File: config.mk
export PLATFORM = sky130hd
export DESIGN_NAME = ebt_exec_timing
export DESIGN_NICKNAME = d
export VERILOG_FILES = /design/src/design/ebt_pkg.sv /design/src/design/ebt_exec_timing.sv /design/src/design/ebt_region.sv
export SDC_FILE = /design/constraint.sdc
export NUM_CORES = 1
export LEC_CHECK = 0
export BUFFER_PORTS_ARGS = -buffer_cell sky130_fd_sc_hd__buf_2
export CAP_MARGIN = 20
export CORE_MARGIN = 3
export CORE_UTILIZATION = 24
export CTS_CLUSTER_SIZE = 20
export DETAILED_ROUTE_END_ITERATION = 8
export HOLD_SLACK_MARGIN = 0.1
export PLACE_DENSITY = 0.44
export SLEW_MARGIN = 20
export SYNTH_ARGS = -nofsm -noshare
export SYNTH_HDL_FRONTEND = slang
export SYNTH_SLANG_ARGS = --single-unit
File: constraint.sdc
create_clock -name CLK -period 2.3 [get_ports CLK]
set_input_delay 0.115 -clock CLK [delete_from_list [all_inputs] [get_ports CLK]]
set_output_delay 0.115 -clock CLK [all_outputs]
set_load 0.02 [all_outputs]
File: src/design/ebt_pkg.sv
// Constants and types shared by the execution-unit timing block.
// Assumes a single CPU clock; clock figures are in CPU clocks, SPECIAL_LEN is an instruction length.
package ebt_pkg;

    // ***********************************************************
    // Address map of data regions
    // ***********************************************************
    localparam logic [15:0] FAST_RAM_LO = 16'hFE00;
    localparam logic [15:0] FAST_RAM_HI = 16'hFEFF;
    localparam logic [15:0] PERI_RAM_LO = 16'hFC00;
    localparam logic [15:0] SFR_LO = 16'hFF00;

    // ***********************************************************
    // Clock figures
    // ***********************************************************
    localparam logic [15:0] PERI_EXTRA_HS = 16'h0003;
    localparam logic [15:0] PERI_EXTRA_NF = 16'h0002;
    localparam logic [15:0] EXT_EXTRA_HS = 16'h0001;
    localparam logic [15:0] EXT_EXTRA_NF = 16'h0000;
    localparam logic [15:0] SHIFT_PER_BIT = 16'h0001;
    localparam logic [15:0] STACK_PER_REG = 16'h0002;
    localparam logic [15:0] STRING_PER_ITER = 16'h0003;
    localparam logic [15:0] SPECIAL_CLKS = 16'h000A;
    localparam logic [15:0] MIN_CLKS = 16'h0001;
    localparam logic [2:0] SPECIAL_LEN = 3'h4;
    localparam logic [15:0] COUNT_RESET = 16'h0000;

    // ***********************************************************
    // Types
    // ***********************************************************
    typedef enum logic [1:0] {
        RG_FAST = 2'h0,
        RG_PERI = 2'h1,
        RG_SFR = 2'h2,
        RG_EXT = 2'h3
    } ebt_region_t;

    typedef enum logic [2:0] {
        K_REG = 3'h0,
        K_READ = 3'h1,
        K_WRITE = 3'h2,
        K_BRANCH = 3'h3,
        K_SHIFT = 3'h4,
        K_STACK = 3'h5,
        K_STRING = 3'h6,
        K_SPECIAL = 3'h7
    } ebt_kind_t;

    typedef enum logic [1:0] {
        E_IDLE = 2'b00,
        E_WAIT_BCU = 2'b01,
        E_REFILL = 2'b11,
        E_EXEC = 2'b10
    } ebt_exu_t;

    typedef enum logic [1:0] {
        B_IDLE = 2'b00,
        B_FETCH = 2'b01,
        B_DATA = 2'b11
    } ebt_bcu_t;

endpackage

File: src/design/ebt_exec_timing.sv
// Execution unit sequencer with the bus control unit arbiter.
// Assumes the opcode source holds OP_VALID and its fields until OP_ACCEPT,
// and the bus ends every started cycle with a BUS_DONE pulse.
// Function
// - Stall while opcode queue is empty
// - Branch flushes queue, stall until refilled
// - Off-main read waits for bus cycle start
// - Posted write lets execution continue at once
// - Pending write blocks off-main and branch, not register ops
// - Fetch outranks pending external or peripheral writes
// - Fetch in progress delays data or branch
// - Dual-port window fast, other internal RAM slower
// - Each external access adds wait count
// - Shifts add one clock per bit
// - Stack ops scale with register count
// - String ops scale with iteration count
// - Standby/watchdog byte store decoded separately
// - Clock count excludes queue refill time
// - Some variants use normal-fetch timing only
module ebt_exec_timing #(
    parameter bit NORMAL_FETCH_ONLY = 1'b0
) (
    input wire logic CLK,
    input wire logic RSTN,
    input wire logic CE,
    input wire logic OP_VALID,
    input wire ebt_pkg::ebt_kind_t OP_KIND,
    input wire logic [15:0] OP_ADDR,
    input wire logic [7:0] OP_BASE,
    input wire logic [7:0] OP_N,
    input wire logic [1:0] OP_EXT_ACCESSES,
    input wire logic [2:0] OP_LEN,
    input wire logic [1:0] OP_SFR_TARGET,
    input wire logic [3:0] WAIT_COUNT,
    input wire logic HS_FETCH,
    input wire logic QUEUE_EMPTY,
    input wire logic QUEUE_WANTS,
    input wire logic [15:0] FETCH_ADDR,
    input wire logic BUS_DONE,
    output logic OP_ACCEPT,
    output logic EXU_STALL,
    output logic QUEUE_FLUSH,
    output logic EXEC_DONE,
    output logic [15:0] CLK_COUNT,
    output logic [2:0] INSTR_LEN,
    output logic BUS_FETCH,
    output logic BUS_READ,
    output logic BUS_WRITE,
    output logic [15:0] BUS_ADDR,
    output logic WRITE_PENDING,
    output ebt_pkg::ebt_region_t ACCESS_REGION
);

    // ***********************************************************
    // State
    // ***********************************************************
    typedef struct packed {
        ebt_pkg::ebt_exu_t execution_unit;
        ebt_pkg::ebt_bcu_t bus_control_unit;
        ebt_pkg::ebt_kind_t kind;
        ebt_pkg::ebt_region_t region;
        logic [15:0] op_addr;
        logic [15:0] cnt;
        logic [15:0] clk_count;
        logic [2:0] len;
        logic refilled;
        logic stall;
        logic accept;
        logic flush;
        logic done;
        logic bcu_wr;
        logic bus_fetch;
        logic bus_read;
        logic bus_write;
        logic [15:0] bus_addr;
        logic wr_pend;
        logic [15:0] wr_addr;
    } ebt_state_t;

    ebt_state_t s;
    ebt_state_t next_s;
    ebt_pkg::ebt_region_t rg;
    logic hs;
    logic sp_target;
    logic is_mem;
    logic off_main;
    logic grant;
    logic [15:0] count;
    logic [15:0] nterm;
    logic [15:0] extra;

    ebt_region u_region (
        .addr(OP_ADDR),
        .region(rg)
    );

    // ***********************************************************
    // Instruction clock count
    // ***********************************************************
    always_comb begin
        hs = HS_FETCH && !NORMAL_FETCH_ONLY;
        sp_target = (OP_KIND == ebt_pkg::K_SPECIAL) && (OP_SFR_TARGET != 2'h0);
        is_mem = (OP_KIND == ebt_pkg::K_READ) || (OP_KIND == ebt_pkg::K_WRITE) ||
                 ((OP_KIND == ebt_pkg::K_SPECIAL) && !sp_target);
        // Stack and string operands sit in main RAM, so they stay local
        off_main = is_mem && (rg != ebt_pkg::RG_FAST);
        unique case (OP_KIND)
            ebt_pkg::K_SHIFT: nterm = {8'h00, OP_N} * ebt_pkg::SHIFT_PER_BIT;
            ebt_pkg::K_STACK: nterm = {8'h00, OP_N} * ebt_pkg::STACK_PER_REG;
            ebt_pkg::K_STRING: nterm = {8'h00, OP_N} * ebt_pkg::STRING_PER_ITER;
            default: nterm = 16'h0000;
        endcase
        extra = 16'h0000;
        if (is_mem && rg == ebt_pkg::RG_PERI) begin
            extra = hs ? ebt_pkg::PERI_EXTRA_HS : ebt_pkg::PERI_EXTRA_NF;
        end else if (is_mem && rg == ebt_pkg::RG_EXT) begin
            // One wait count per external access
            extra = (hs ? ebt_pkg::EXT_EXTRA_HS : ebt_pkg::EXT_EXTRA_NF) +
                    ({12'h000, WAIT_COUNT} * {14'h0000, OP_EXT_ACCESSES});
        end
        // Queue refill is never folded in here
        count = {8'h00, OP_BASE} + nterm + extra;
        if (sp_target) begin
            count = ebt_pkg::SPECIAL_CLKS;
        end
        if (count < ebt_pkg::MIN_CLKS) begin
            count = ebt_pkg::MIN_CLKS;
        end
    end

    // ***********************************************************
    // Sequencer and arbiter
    // ***********************************************************
    always_comb begin
        next_s = s;
        next_s.accept = 1'b0;
        next_s.flush = 1'b0;
        next_s.done = 1'b0;
        // No waiting request is granted while a write is posted or a cycle runs
        // and a wanted fetch goes first
        grant = (s.execution_unit == ebt_pkg::E_WAIT_BCU) && (s.bus_control_unit == ebt_pkg::B_IDLE) &&
                !s.wr_pend && !QUEUE_WANTS;

        unique case (s.execution_unit)
            ebt_pkg::E_IDLE: begin
                next_s.stall = 1'b0;
                if (OP_VALID && QUEUE_EMPTY) begin
                    next_s.stall = 1'b1;
                end else if (OP_VALID) begin
                    next_s.accept = 1'b1;
                    next_s.kind = OP_KIND;
                    next_s.region = rg;
                    next_s.op_addr = OP_ADDR;
                    next_s.clk_count = count;
                    next_s.len = sp_target ? ebt_pkg::SPECIAL_LEN : OP_LEN;
                    if (OP_KIND == ebt_pkg::K_BRANCH || off_main) begin
                        next_s.execution_unit = ebt_pkg::E_WAIT_BCU;
                        next_s.stall = 1'b1;
                    end else begin
                        next_s.execution_unit = ebt_pkg::E_EXEC;
                        next_s.cnt = count;
                    end
                end
            end
            ebt_pkg::E_WAIT_BCU: begin
                if (grant && s.kind == ebt_pkg::K_BRANCH) begin
                    next_s.flush = 1'b1;
                    next_s.refilled = 1'b0;
                    next_s.execution_unit = ebt_pkg::E_REFILL;
                end else if (grant) begin
                    // Reads leave here as their bus cycle starts
                    // Writes are only posted
                    next_s.execution_unit = ebt_pkg::E_EXEC;
                    next_s.stall = 1'b0;
                    next_s.cnt = s.clk_count;
                end
            end
            ebt_pkg::E_REFILL: begin
                if (s.bus_control_unit == ebt_pkg::B_FETCH && BUS_DONE) begin
                    next_s.refilled = 1'b1;
                end
                // Empty flag may lag the flush, so a finished fetch is required
                if (s.refilled && !QUEUE_EMPTY) begin
                    next_s.execution_unit = ebt_pkg::E_EXEC;
                    next_s.stall = 1'b0;
                    next_s.cnt = s.clk_count;
                end
            end
            ebt_pkg::E_EXEC: begin
                if (s.cnt <= ebt_pkg::MIN_CLKS) begin
                    next_s.done = 1'b1;
                    next_s.execution_unit = ebt_pkg::E_IDLE;
                end else begin
                    next_s.cnt = s.cnt - 16'h0001;
                end
            end
        endcase

        if (grant && (s.kind == ebt_pkg::K_WRITE || s.kind == ebt_pkg::K_SPECIAL)) begin
            next_s.wr_pend = 1'b1;
            next_s.wr_addr = s.op_addr;
        end

        unique case (s.bus_control_unit)
            ebt_pkg::B_IDLE: begin
                if (QUEUE_WANTS) begin
                    // Fetch wins over a posted write, so its start floats
                    next_s.bus_control_unit = ebt_pkg::B_FETCH;
                    next_s.bus_addr = FETCH_ADDR;
                end else if (s.wr_pend) begin
                    next_s.bus_control_unit = ebt_pkg::B_DATA;
                    next_s.bcu_wr = 1'b1;
                    next_s.bus_addr = s.wr_addr;
                    next_s.wr_pend = 1'b0;
                end else if (grant && s.kind == ebt_pkg::K_READ) begin
                    next_s.bus_control_unit = ebt_pkg::B_DATA;
                    next_s.bcu_wr = 1'b0;
                    next_s.bus_addr = s.op_addr;
                end
            end
            ebt_pkg::B_FETCH, ebt_pkg::B_DATA: begin
                if (BUS_DONE) begin
                    next_s.bus_control_unit = ebt_pkg::B_IDLE;
                    next_s.bcu_wr = 1'b0;
                end
            end
            default: begin
                next_s.bus_control_unit = ebt_pkg::B_IDLE;
            end
        endcase

        next_s.bus_fetch = (next_s.bus_control_unit == ebt_pkg::B_FETCH);
        next_s.bus_read = (next_s.bus_control_unit == ebt_pkg::B_DATA) && !next_s.bcu_wr;
        next_s.bus_write = (next_s.bus_control_unit == ebt_pkg::B_DATA) && next_s.bcu_wr;
    end

    always_ff @(posedge CLK or negedge RSTN) begin
        if (!RSTN) begin
            s <= '0;
        end else if (CE) begin
            s <= next_s;
        end
    end

    assign OP_ACCEPT = s.accept;
    assign EXU_STALL = s.stall;
    assign QUEUE_FLUSH = s.flush;
    assign EXEC_DONE = s.done;
    assign CLK_COUNT = s.clk_count;
    assign INSTR_LEN = s.len;
    assign BUS_FETCH = s.bus_fetch;
    assign BUS_READ = s.bus_read;
    assign BUS_WRITE = s.bus_write;
    assign BUS_ADDR = s.bus_addr;
    assign WRITE_PENDING = s.wr_pend;
    assign ACCESS_REGION = s.region;

    // ***********************************************************
    // Assertions
    // ***********************************************************
    property p_empty_stall;
        @(posedge CLK) disable iff (!RSTN)
        (CE && s.execution_unit == ebt_pkg::E_IDLE && OP_VALID && QUEUE_EMPTY) |=> (s.stall && !s.accept);
    endproperty
    a_empty_stall: assert property (p_empty_stall) else $error("no stall on empty queue");

    property p_flush_refill;
        @(posedge CLK) disable iff (!RSTN)
        s.flush |-> (s.execution_unit == ebt_pkg::E_REFILL && s.stall && !s.refilled);
    endproperty
    a_flush_refill: assert property (p_flush_refill) else $error("flush without refill wait");

    property p_read_start;
        @(posedge CLK) disable iff (!RSTN)
        ($past(s.execution_unit) == ebt_pkg::E_WAIT_BCU && s.execution_unit == ebt_pkg::E_EXEC &&
         s.kind == ebt_pkg::K_READ) |-> s.bus_read;
    endproperty
    a_read_start: assert property (p_read_start) else $error("read left wait before cycle");

    property p_write_post;
        @(posedge CLK) disable iff (!RSTN)
        (CE && grant && s.kind == ebt_pkg::K_WRITE) |=> (s.execution_unit == ebt_pkg::E_EXEC && s.wr_pend);
    endproperty
    a_write_post: assert property (p_write_post) else $error("posted write held execution");

    property p_write_blocks;
        @(posedge CLK) disable iff (!RSTN)
        (CE && s.execution_unit == ebt_pkg::E_WAIT_BCU && (s.wr_pend || s.bus_write))
            |=> (s.execution_unit == ebt_pkg::E_WAIT_BCU && !s.flush);
    endproperty
    a_write_blocks: assert property (p_write_blocks) else $error("request taken during write");

    property p_fetch_first;
        @(posedge CLK) disable iff (!RSTN)
        (CE && s.bus_control_unit == ebt_pkg::B_IDLE && QUEUE_WANTS) |=> (s.bus_fetch && !s.bus_write);
    endproperty
    a_fetch_first: assert property (p_fetch_first) else $error("fetch lost arbitration");

    property p_fetch_delays;
        @(posedge CLK) disable iff (!RSTN)
        (CE && s.bus_fetch && !BUS_DONE && s.execution_unit == ebt_pkg::E_WAIT_BCU)
            |=> s.execution_unit == ebt_pkg::E_WAIT_BCU;
    endproperty
    a_fetch_delays: assert property (p_fetch_delays) else $error("request taken during fetch");

    property p_local_nostall;
        @(posedge CLK) disable iff (!RSTN)
        (CE && s.execution_unit == ebt_pkg::E_IDLE && OP_VALID && !QUEUE_EMPTY && !off_main &&
         OP_KIND != ebt_pkg::K_BRANCH) |=> (s.execution_unit == ebt_pkg::E_EXEC && !s.stall);
    endproperty
    a_local_nostall: assert property (p_local_nostall) else $error("local access stalled");

    property p_fast_window;
        @(posedge CLK) disable iff (!RSTN)
        (OP_ADDR >= ebt_pkg::FAST_RAM_LO && OP_ADDR <= ebt_pkg::FAST_RAM_HI)
            |-> rg == ebt_pkg::RG_FAST;
    endproperty
    a_fast_window: assert property (p_fast_window) else $error("fast window misclassified");

    property p_shift_count;
        @(posedge CLK) disable iff (!RSTN)
        (CE && s.execution_unit == ebt_pkg::E_IDLE && OP_VALID && !QUEUE_EMPTY &&
         OP_KIND == ebt_pkg::K_SHIFT && OP_BASE != 8'h00)
            |=> s.clk_count == $past({8'h00, OP_BASE} + {8'h00, OP_N});
    endproperty
    a_shift_count: assert property (p_shift_count) else $error("shift count wrong");

endmodule

File: src/design/ebt_region.sv
// Classifies a data address into its timing region.
// Assumes a 16-bit data address; purely combinational.
module ebt_region (
    input wire logic [15:0] addr,
    output ebt_pkg::ebt_region_t region
);

    always_comb begin
        // Only the dual-port window counts as fast RAM
        if (addr >= ebt_pkg::FAST_RAM_LO && addr <= ebt_pkg::FAST_RAM_HI) begin
            region = ebt_pkg::RG_FAST;
        end else if (addr >= ebt_pkg::SFR_LO) begin
            region = ebt_pkg::RG_SFR;
        end else if (addr >= ebt_pkg::PERI_RAM_LO) begin
            region = ebt_pkg::RG_PERI;
        end else begin
            region = ebt_pkg::RG_EXT;
        end
    end

endmodule

* Yosys cells after proc, flatten, opt, wreduce, memory -nomap -nowiden
Index checks and enable logic that the tools add are counted.
Word-level totals: register bits after elaboration 102, input bits 70, word-level logic and storage cells 165
Operators by class: $add $sub $neg 4, multipliers 2, order comparisons 6, equal/unequal tests 31, multiplexer cells 60, bitwise logic cells 1, reduce and logical (&&, ||, !) cells 41
Operators by type and width (number):
- 16-bit two-way mux | 10
- 35-bit two-way mux | 2
- 16-bit one-hot mux with 4 select lines | 1
- 16-bit greater-or-equal comparator, second input constant | 3
- 2-bit two-way mux | 15
- 10-bit one-hot mux with 3 select lines | 1
- 1-bit two-way mux | 22
- 2-bit inequality test, second input constant | 9
- 1-bit logical AND | 17
- 17-bit two-way mux | 1
- 16-bit adder | 1
- 8-bit by 16-bit adder with 16-bit output | 1
- 16-bit by 1-bit less-or-equal comparator with 1-bit output, second input constant | 1
- 16-bit less-or-equal comparator, second input constant | 1
- 16-bit by 1-bit less-than comparator with 1-bit output, second input constant | 1
- 16-bit by 1-bit subtractor with 16-bit output, second input constant | 1
- 3-bit equality test, second input constant | 5
- 7-bit two-way mux | 2
- 3-bit by 2-bit equality test with 1-bit output, second input constant | 4
- 2-bit equality test, second input constant | 5
- 8-bit by 2-bit multiplier with 10-bit output, second input constant | 1
- 2-bit by 1-bit equality test with 1-bit output, second input constant | 4
- 2-bit one-hot mux with 4 select lines | 1
- 4-bit AND reduction | 2
- 21 further kinds | 34

* Logic depth before layout (Yosys ltp)
word-level depth 16, mapped depth 17, gate-level depth less buffers 17

* Cells and area by module
A second synthesis with hierarchy kept.
Unflattened totals: cell total of the unflattened synthesis 650, area, all modules 6284.8 um^2
Modules (own cells, without submodules):
- ebt_exec_timing | times used 1, cells an instance 646, area an instance 6259.8 um^2
- ebt_region | times used 1, cells an instance 4, area an instance 25.0 um^2

* Least setup slack after synthesis
OpenSTA, ideal clock, no wires.
kind in2reg, start input OP_N[0], end register s[61] (netlist bit), library setup time 94 ps, arrival 3458 ps, required time 2206 ps, path slack -1252 ps, cell stages on the path 14, path buffers 0, cell sequence ha_1 -> fa_1 -> a21o_1 -> a211oi_1 -> nor2_1 -> o311a_1 -> fa_1 -> ha_1 -> a2111oi_0 -> o21ai_0 -> nor4b_1 -> mux2_2 -> nor4_1 -> a211oi_1
On the way: word-level cells in the longest chain between the ends 11
Ends and longest elaborated chain:
- start: declaration | RTL line ebt_exec_timing.sv:30 | input wire logic [7:0] OP_N,
- 8-bit by 2-bit multiplier with 10-bit output | RTL line ebt_exec_timing.sv:110 | ebt_pkg::K_STRING: nterm = {8'h00, OP_N} * ebt_pkg::STRING_PER_ITER;
- 10-bit one-hot mux with 3 select lines * | RTL line ebt_exec_timing.sv:107 | unique case (OP_KIND)
- 8-bit by 16-bit adder with 16-bit output * | RTL line ebt_exec_timing.sv:122 | count = {8'h00, OP_BASE} + nterm + extra;
- 16-bit adder * | RTL line ebt_exec_timing.sv:122
- 16-bit two-way mux * | RTL line ebt_exec_timing.sv:123 | if (sp_target) begin
- 16-bit by 1-bit less-than comparator with 1-bit output | RTL line ebt_exec_timing.sv:126 | if (count < ebt_pkg::MIN_CLKS) begin
- 16-bit two-way mux * | RTL line ebt_exec_timing.sv:126
- 16-bit two-way mux * | RTL line ebt_exec_timing.sv:156 | if (OP_KIND == ebt_pkg::K_BRANCH || off_main) begin
- 35-bit two-way mux * | RTL line ebt_exec_timing.sv:149 | end else if (OP_VALID) begin
- 35-bit two-way mux * | RTL line ebt_exec_timing.sv:147 | if (OP_VALID && QUEUE_EMPTY) begin
- 16-bit one-hot mux with 4 select lines * | RTL line ebt_exec_timing.sv:144 | unique case (s.execution_unit)
- end signal: assignment | RTL line ebt_exec_timing.sv:241 | s <= next_s;
- end: declaration | RTL line ebt_exec_timing.sv:80 | ebt_state_t s;
Every way passes the cells marked *; elsewhere a longest branch is shown, timed or not. The select of a mux whose other input is x is not followed. A chain may end at the register's enable or synchronous reset.

* Final worst setup path
start input OP_N[1], end register s[68] (netlist bit)
Same word-level chain as after synthesis.

==> impl_metrics.yaml <==
detailed_routing:
  drt_pass1_iterations: 5
  avgViaCountPerCell: 4.599
  drc_errors: 0
  routed_wirelength_um: 19330
  antenna_violating_nets_post_route: 0
  drt-wirelength-per-cell_um: 15.47
  via_count: 5744
  detail_route.iter0.violations: 282
final_layout:
  diodes: 0
  post_route_cells_drive_above_1_share: 0.4026
  syn_to_final_growth_pct: 43.99
  post_layout_nonfiller_instances: 1249
  final_nets: 1013
cts:
  cts.reportedPaths.clkPinSlew_ns: 0.08
  tritoncts_clock_tree: "yes"
  clk_path_buf_depth: 2
  worst_skew_pair.late_latency_ns: 0.36
  clockRootBuffer: "clkbuf_16"
  clkSinkCount: 97
  cts-htree-levels: 3
  numCtsBuffers: 9
critical_path:
  ordered_list_of_cells_on_the_worst_path: "buf_8, ha_4, fa_2, a21o_1, a211oi_2, nor2_1, o311a_1, fa_1, ha_4, a21o_1, o31ai_2, mux2i_1, o221ai_1, mux2_2"
  r2r_slack_ns: -0.12
  worst_ep_arrival_time_ns: 3.47
  setup.worst_path.start_class: "primary input"
  critical-path-slowest-cell: "fa_1"
  critPathRequiredTime_ns: 2.54
  path_class: "in -> reg"
  worst_r2r_src: "s[99]"
  critPathLaunch: "OP_N[1]"
  critical-path-top-delay-family: "adder cells"
  critical_path_buf_inv_count: 1
  crit_path_end_kind: "register"
  worst-path-max-fanout: 6
  worst-r2r-cell-count: 8
  critical_path.max_stage_delay_ns: 0.55
  critical_path.reg2reg.endpoint: "BUS_ADDR[10]"
floorplan:
  core_area_um2: 26130
  number_of_i_o_pins: 115
  die_h_um: 169.4
  die_width_um: 169.4
  placementRows: 59
  fp.dieArea_um2: 28680
  initial_core_utilization: 0.2451
synth:
  synth-main-ff-cell: "dfrtp_1"
  post-synth-top-area-cell: "dfrtp_1"
  synthTopCellsByCount: "nand2_1, dfrtp_1, o21ai_0"
  synth_area_um2: 6405
  synth_seq_area_share: 0.3790
  synth.top_cells.by_area: "dfrtp_1, mux2_2, nand2_1"
  number_of_flops_mapped_to_enable_cells_by_yosys: 0
  yosys.cell_count.top_type: "nand2_1"
  yosys.area.top_type_share: 0.3790
  syn_inst: 699
  number_of_distinct_library_cell_variants_in_the_gate_level_netlist_after_synthesis: 63
  asyncSetResetFlopFracSynth: 1.000
  postSynthAreaPerCell_um2: 9.163
  ys_seq_elements: 97
  synth_warnings: 0
timing:
  finalWorstPathRequiredPeriod_ns: 3.232
  holdWs_ns: 0.1164
  drv_slew: 0
  finalWorstSetupSlack_ns: -0.9316
  clock-skew-final_ns: 0.009976
  final-hold-violation-count: 0
  setup-violations-final: 58
  period_share: 1.405
  rsz_0062_raised_after_global_routing: "true"
  max_freq_ghz: 0.3094
  setup_tns_ns: -16.24
outcome:
  run_status: "complete, but fails checks"
  violated_checks: "setup timing"
global_route:
  global_route.usage.total: 0.1340
  grt_first_pass_wirelength_um: 30830
  number_of_antenna_violations_at_the_first_check_in_global_routing: 2
  global_route.overflow_total: 0
  grt_start_max_net_pins: 52
  first_global_vias: 5814
hold_path:
  min_delay_path_depth: 4
  hold_path_end: "BUS_ADDR[8]"
  worstHoldPathType: "in -> reg"
  hp-start: "FETCH_ADDR[8]"
power_and_ir_drop:
  power-per-cell-area_nw_per_um2: 864.2
  max-vdd-ir-drop_v: 0.0004331
  cellLeakagePower_uw: 0.004310
place:
  portbufs: 109
  finalWeightedCongestion: 0.7978
  place_hpwl_um: 13880
  post-place-cells: 1177
run:
  drv.max_cap_violation_count: 0
-- routing by layer --
layer | global-route usage | part of all wire | routed length (µm) | up-vias
li1 | - | - | - | 2847
met1 | 0.1816 | 0.48 | 9221 | 2762
met2 | 0.2234 | 0.47 | 9103 | 111
met3 | 0.02143 | 0.036 | 700 | 20
met4 | 0.03521 | 0.014 | 276 | 4
met5 | 0 | 0.0014 | 27 | -
-- state kept, by name, summed over array words and instances (netlist names) --
| register | count |
|---|---|
| ACCESS_REGION | 2 |
| INSTR_LEN | 3 |
| BUS_FETCH | 1 |
| s | 57 |
| CLK_COUNT | 11 |
| OP_ACCEPT | 1 |
| BUS_ADDR | 16 |
| EXEC_DONE | 1 |
| BUS_WRITE | 1 |
| EXU_STALL | 1 |
| QUEUE_FLUSH | 1 |
| BUS_READ | 1 |
| WRITE_PENDING | 1 |
-- stage by stage --
stage / cell area [µm²] / util / power [µW] / worst slack [ns]
after floorplan: 6628 / - / 5089 / -1.054
after global placement: 7930 / 0.3035 / 5995 / -1.385
after detailed placement: 7930 / 0.3035 / 6002 / -1.428
after CTS: 8930 / 0.3417 / 7899 / -0.9219
after global routing: 9223 / 0.3529 / 8556 / -1.075
final: 9223 / 0.3529 / 7970 / -0.9316
-- logic make-up after synthesis --
kind of cell    Yosys count  share of synthesized area
buf+inv                  98                    0.08420
fa+ha+maj                34                    0.07697
flops                    97                     0.3790
other cells               1                  0.0005855
xor+xnor                 16                    0.02188
mux                      66                     0.1117
simple gates            223                     0.1610
compound gates          164                     0.1647
-- tightest hold or removal path: cells and delay by family --
family / cells / cell delay [ns]
mux: 1 / 0.14
simple gates: 1 / 0.04
compound gates: 1 / 0.06
buf+inv: 1 / 0.08
-- power breakdown --
group	total (µW)	internal, µW	switching [µW]
sequential	2690	2270	423
combinational	3680	1770	1910
clock	1590	790	804
total	7970	4830	3140
-- cell type report --
cell class | count | area [µm²]
clock buffers | 9 | 225.2
clock inverters | 7 | 91.34
fillers | 2736 | 16910
inverters | 27 | 101.3
multi-input cells | 508 | 3991
flip-flops and latches | 97 | 2427
well taps | 335 | 419.2
repair buffers | 266 | 1967
-- worst max path at each step --
stage	cells after the start	slack (ns)	to
floorplan	14	-1.05	s[61]
global placement	14	-1.38	s[68]
detailed placement	15	-1.43	s[68]
CTS	15	-0.92	s[70]
global route	16	-1.07	s[61]
finish	14	-0.93	s[68]
-- layout by cell type, fill, tap and decap left out, types with 6 or more instances in the layout --
| cell type | count |
|---|---|
| a21oi_1 | 19 |
| o21ai_0 | 48 |
| dlygate4sd3_1 | 35 |
| nand2b_1 | 6 |
| inv_1 | 24 |
| buf_2 | 104 |
| o21ai_1 | 8 |
| buf_6 | 16 |
| nor2_1 | 38 |
| nor3_1 | 12 |
| dfrtp_1 | 97 |
| a21oi_2 | 8 |
| a21o_1 | 9 |
| and2_1 | 8 |
| fa_1 | 6 |
| o21ai_2 | 7 |
| clkbuf_16 | 10 |
| ha_4 | 8 |
| mux2i_1 | 22 |
| nand2_1 | 101 |
| ha_1 | 16 |
| or3_1 | 8 |
| buf_4 | 105 |
| mux2_2 | 10 |
| xor2_1 | 10 |
| mux2_4 | 34 |
-- timing repair --
item | 4_1_cts | 5_1_grt
gates resized for setup | 50 | 59
gates cloned | 2 | 1
hold endpoints to repair | 133 | 0
buffers inserted | 16 | 11
endpoints found under the setup margin | 43 | 60
hold buffers | 35 | 0
pin swaps | 41 | 30
Note: power is estimated with default switching activity, not from simulation.
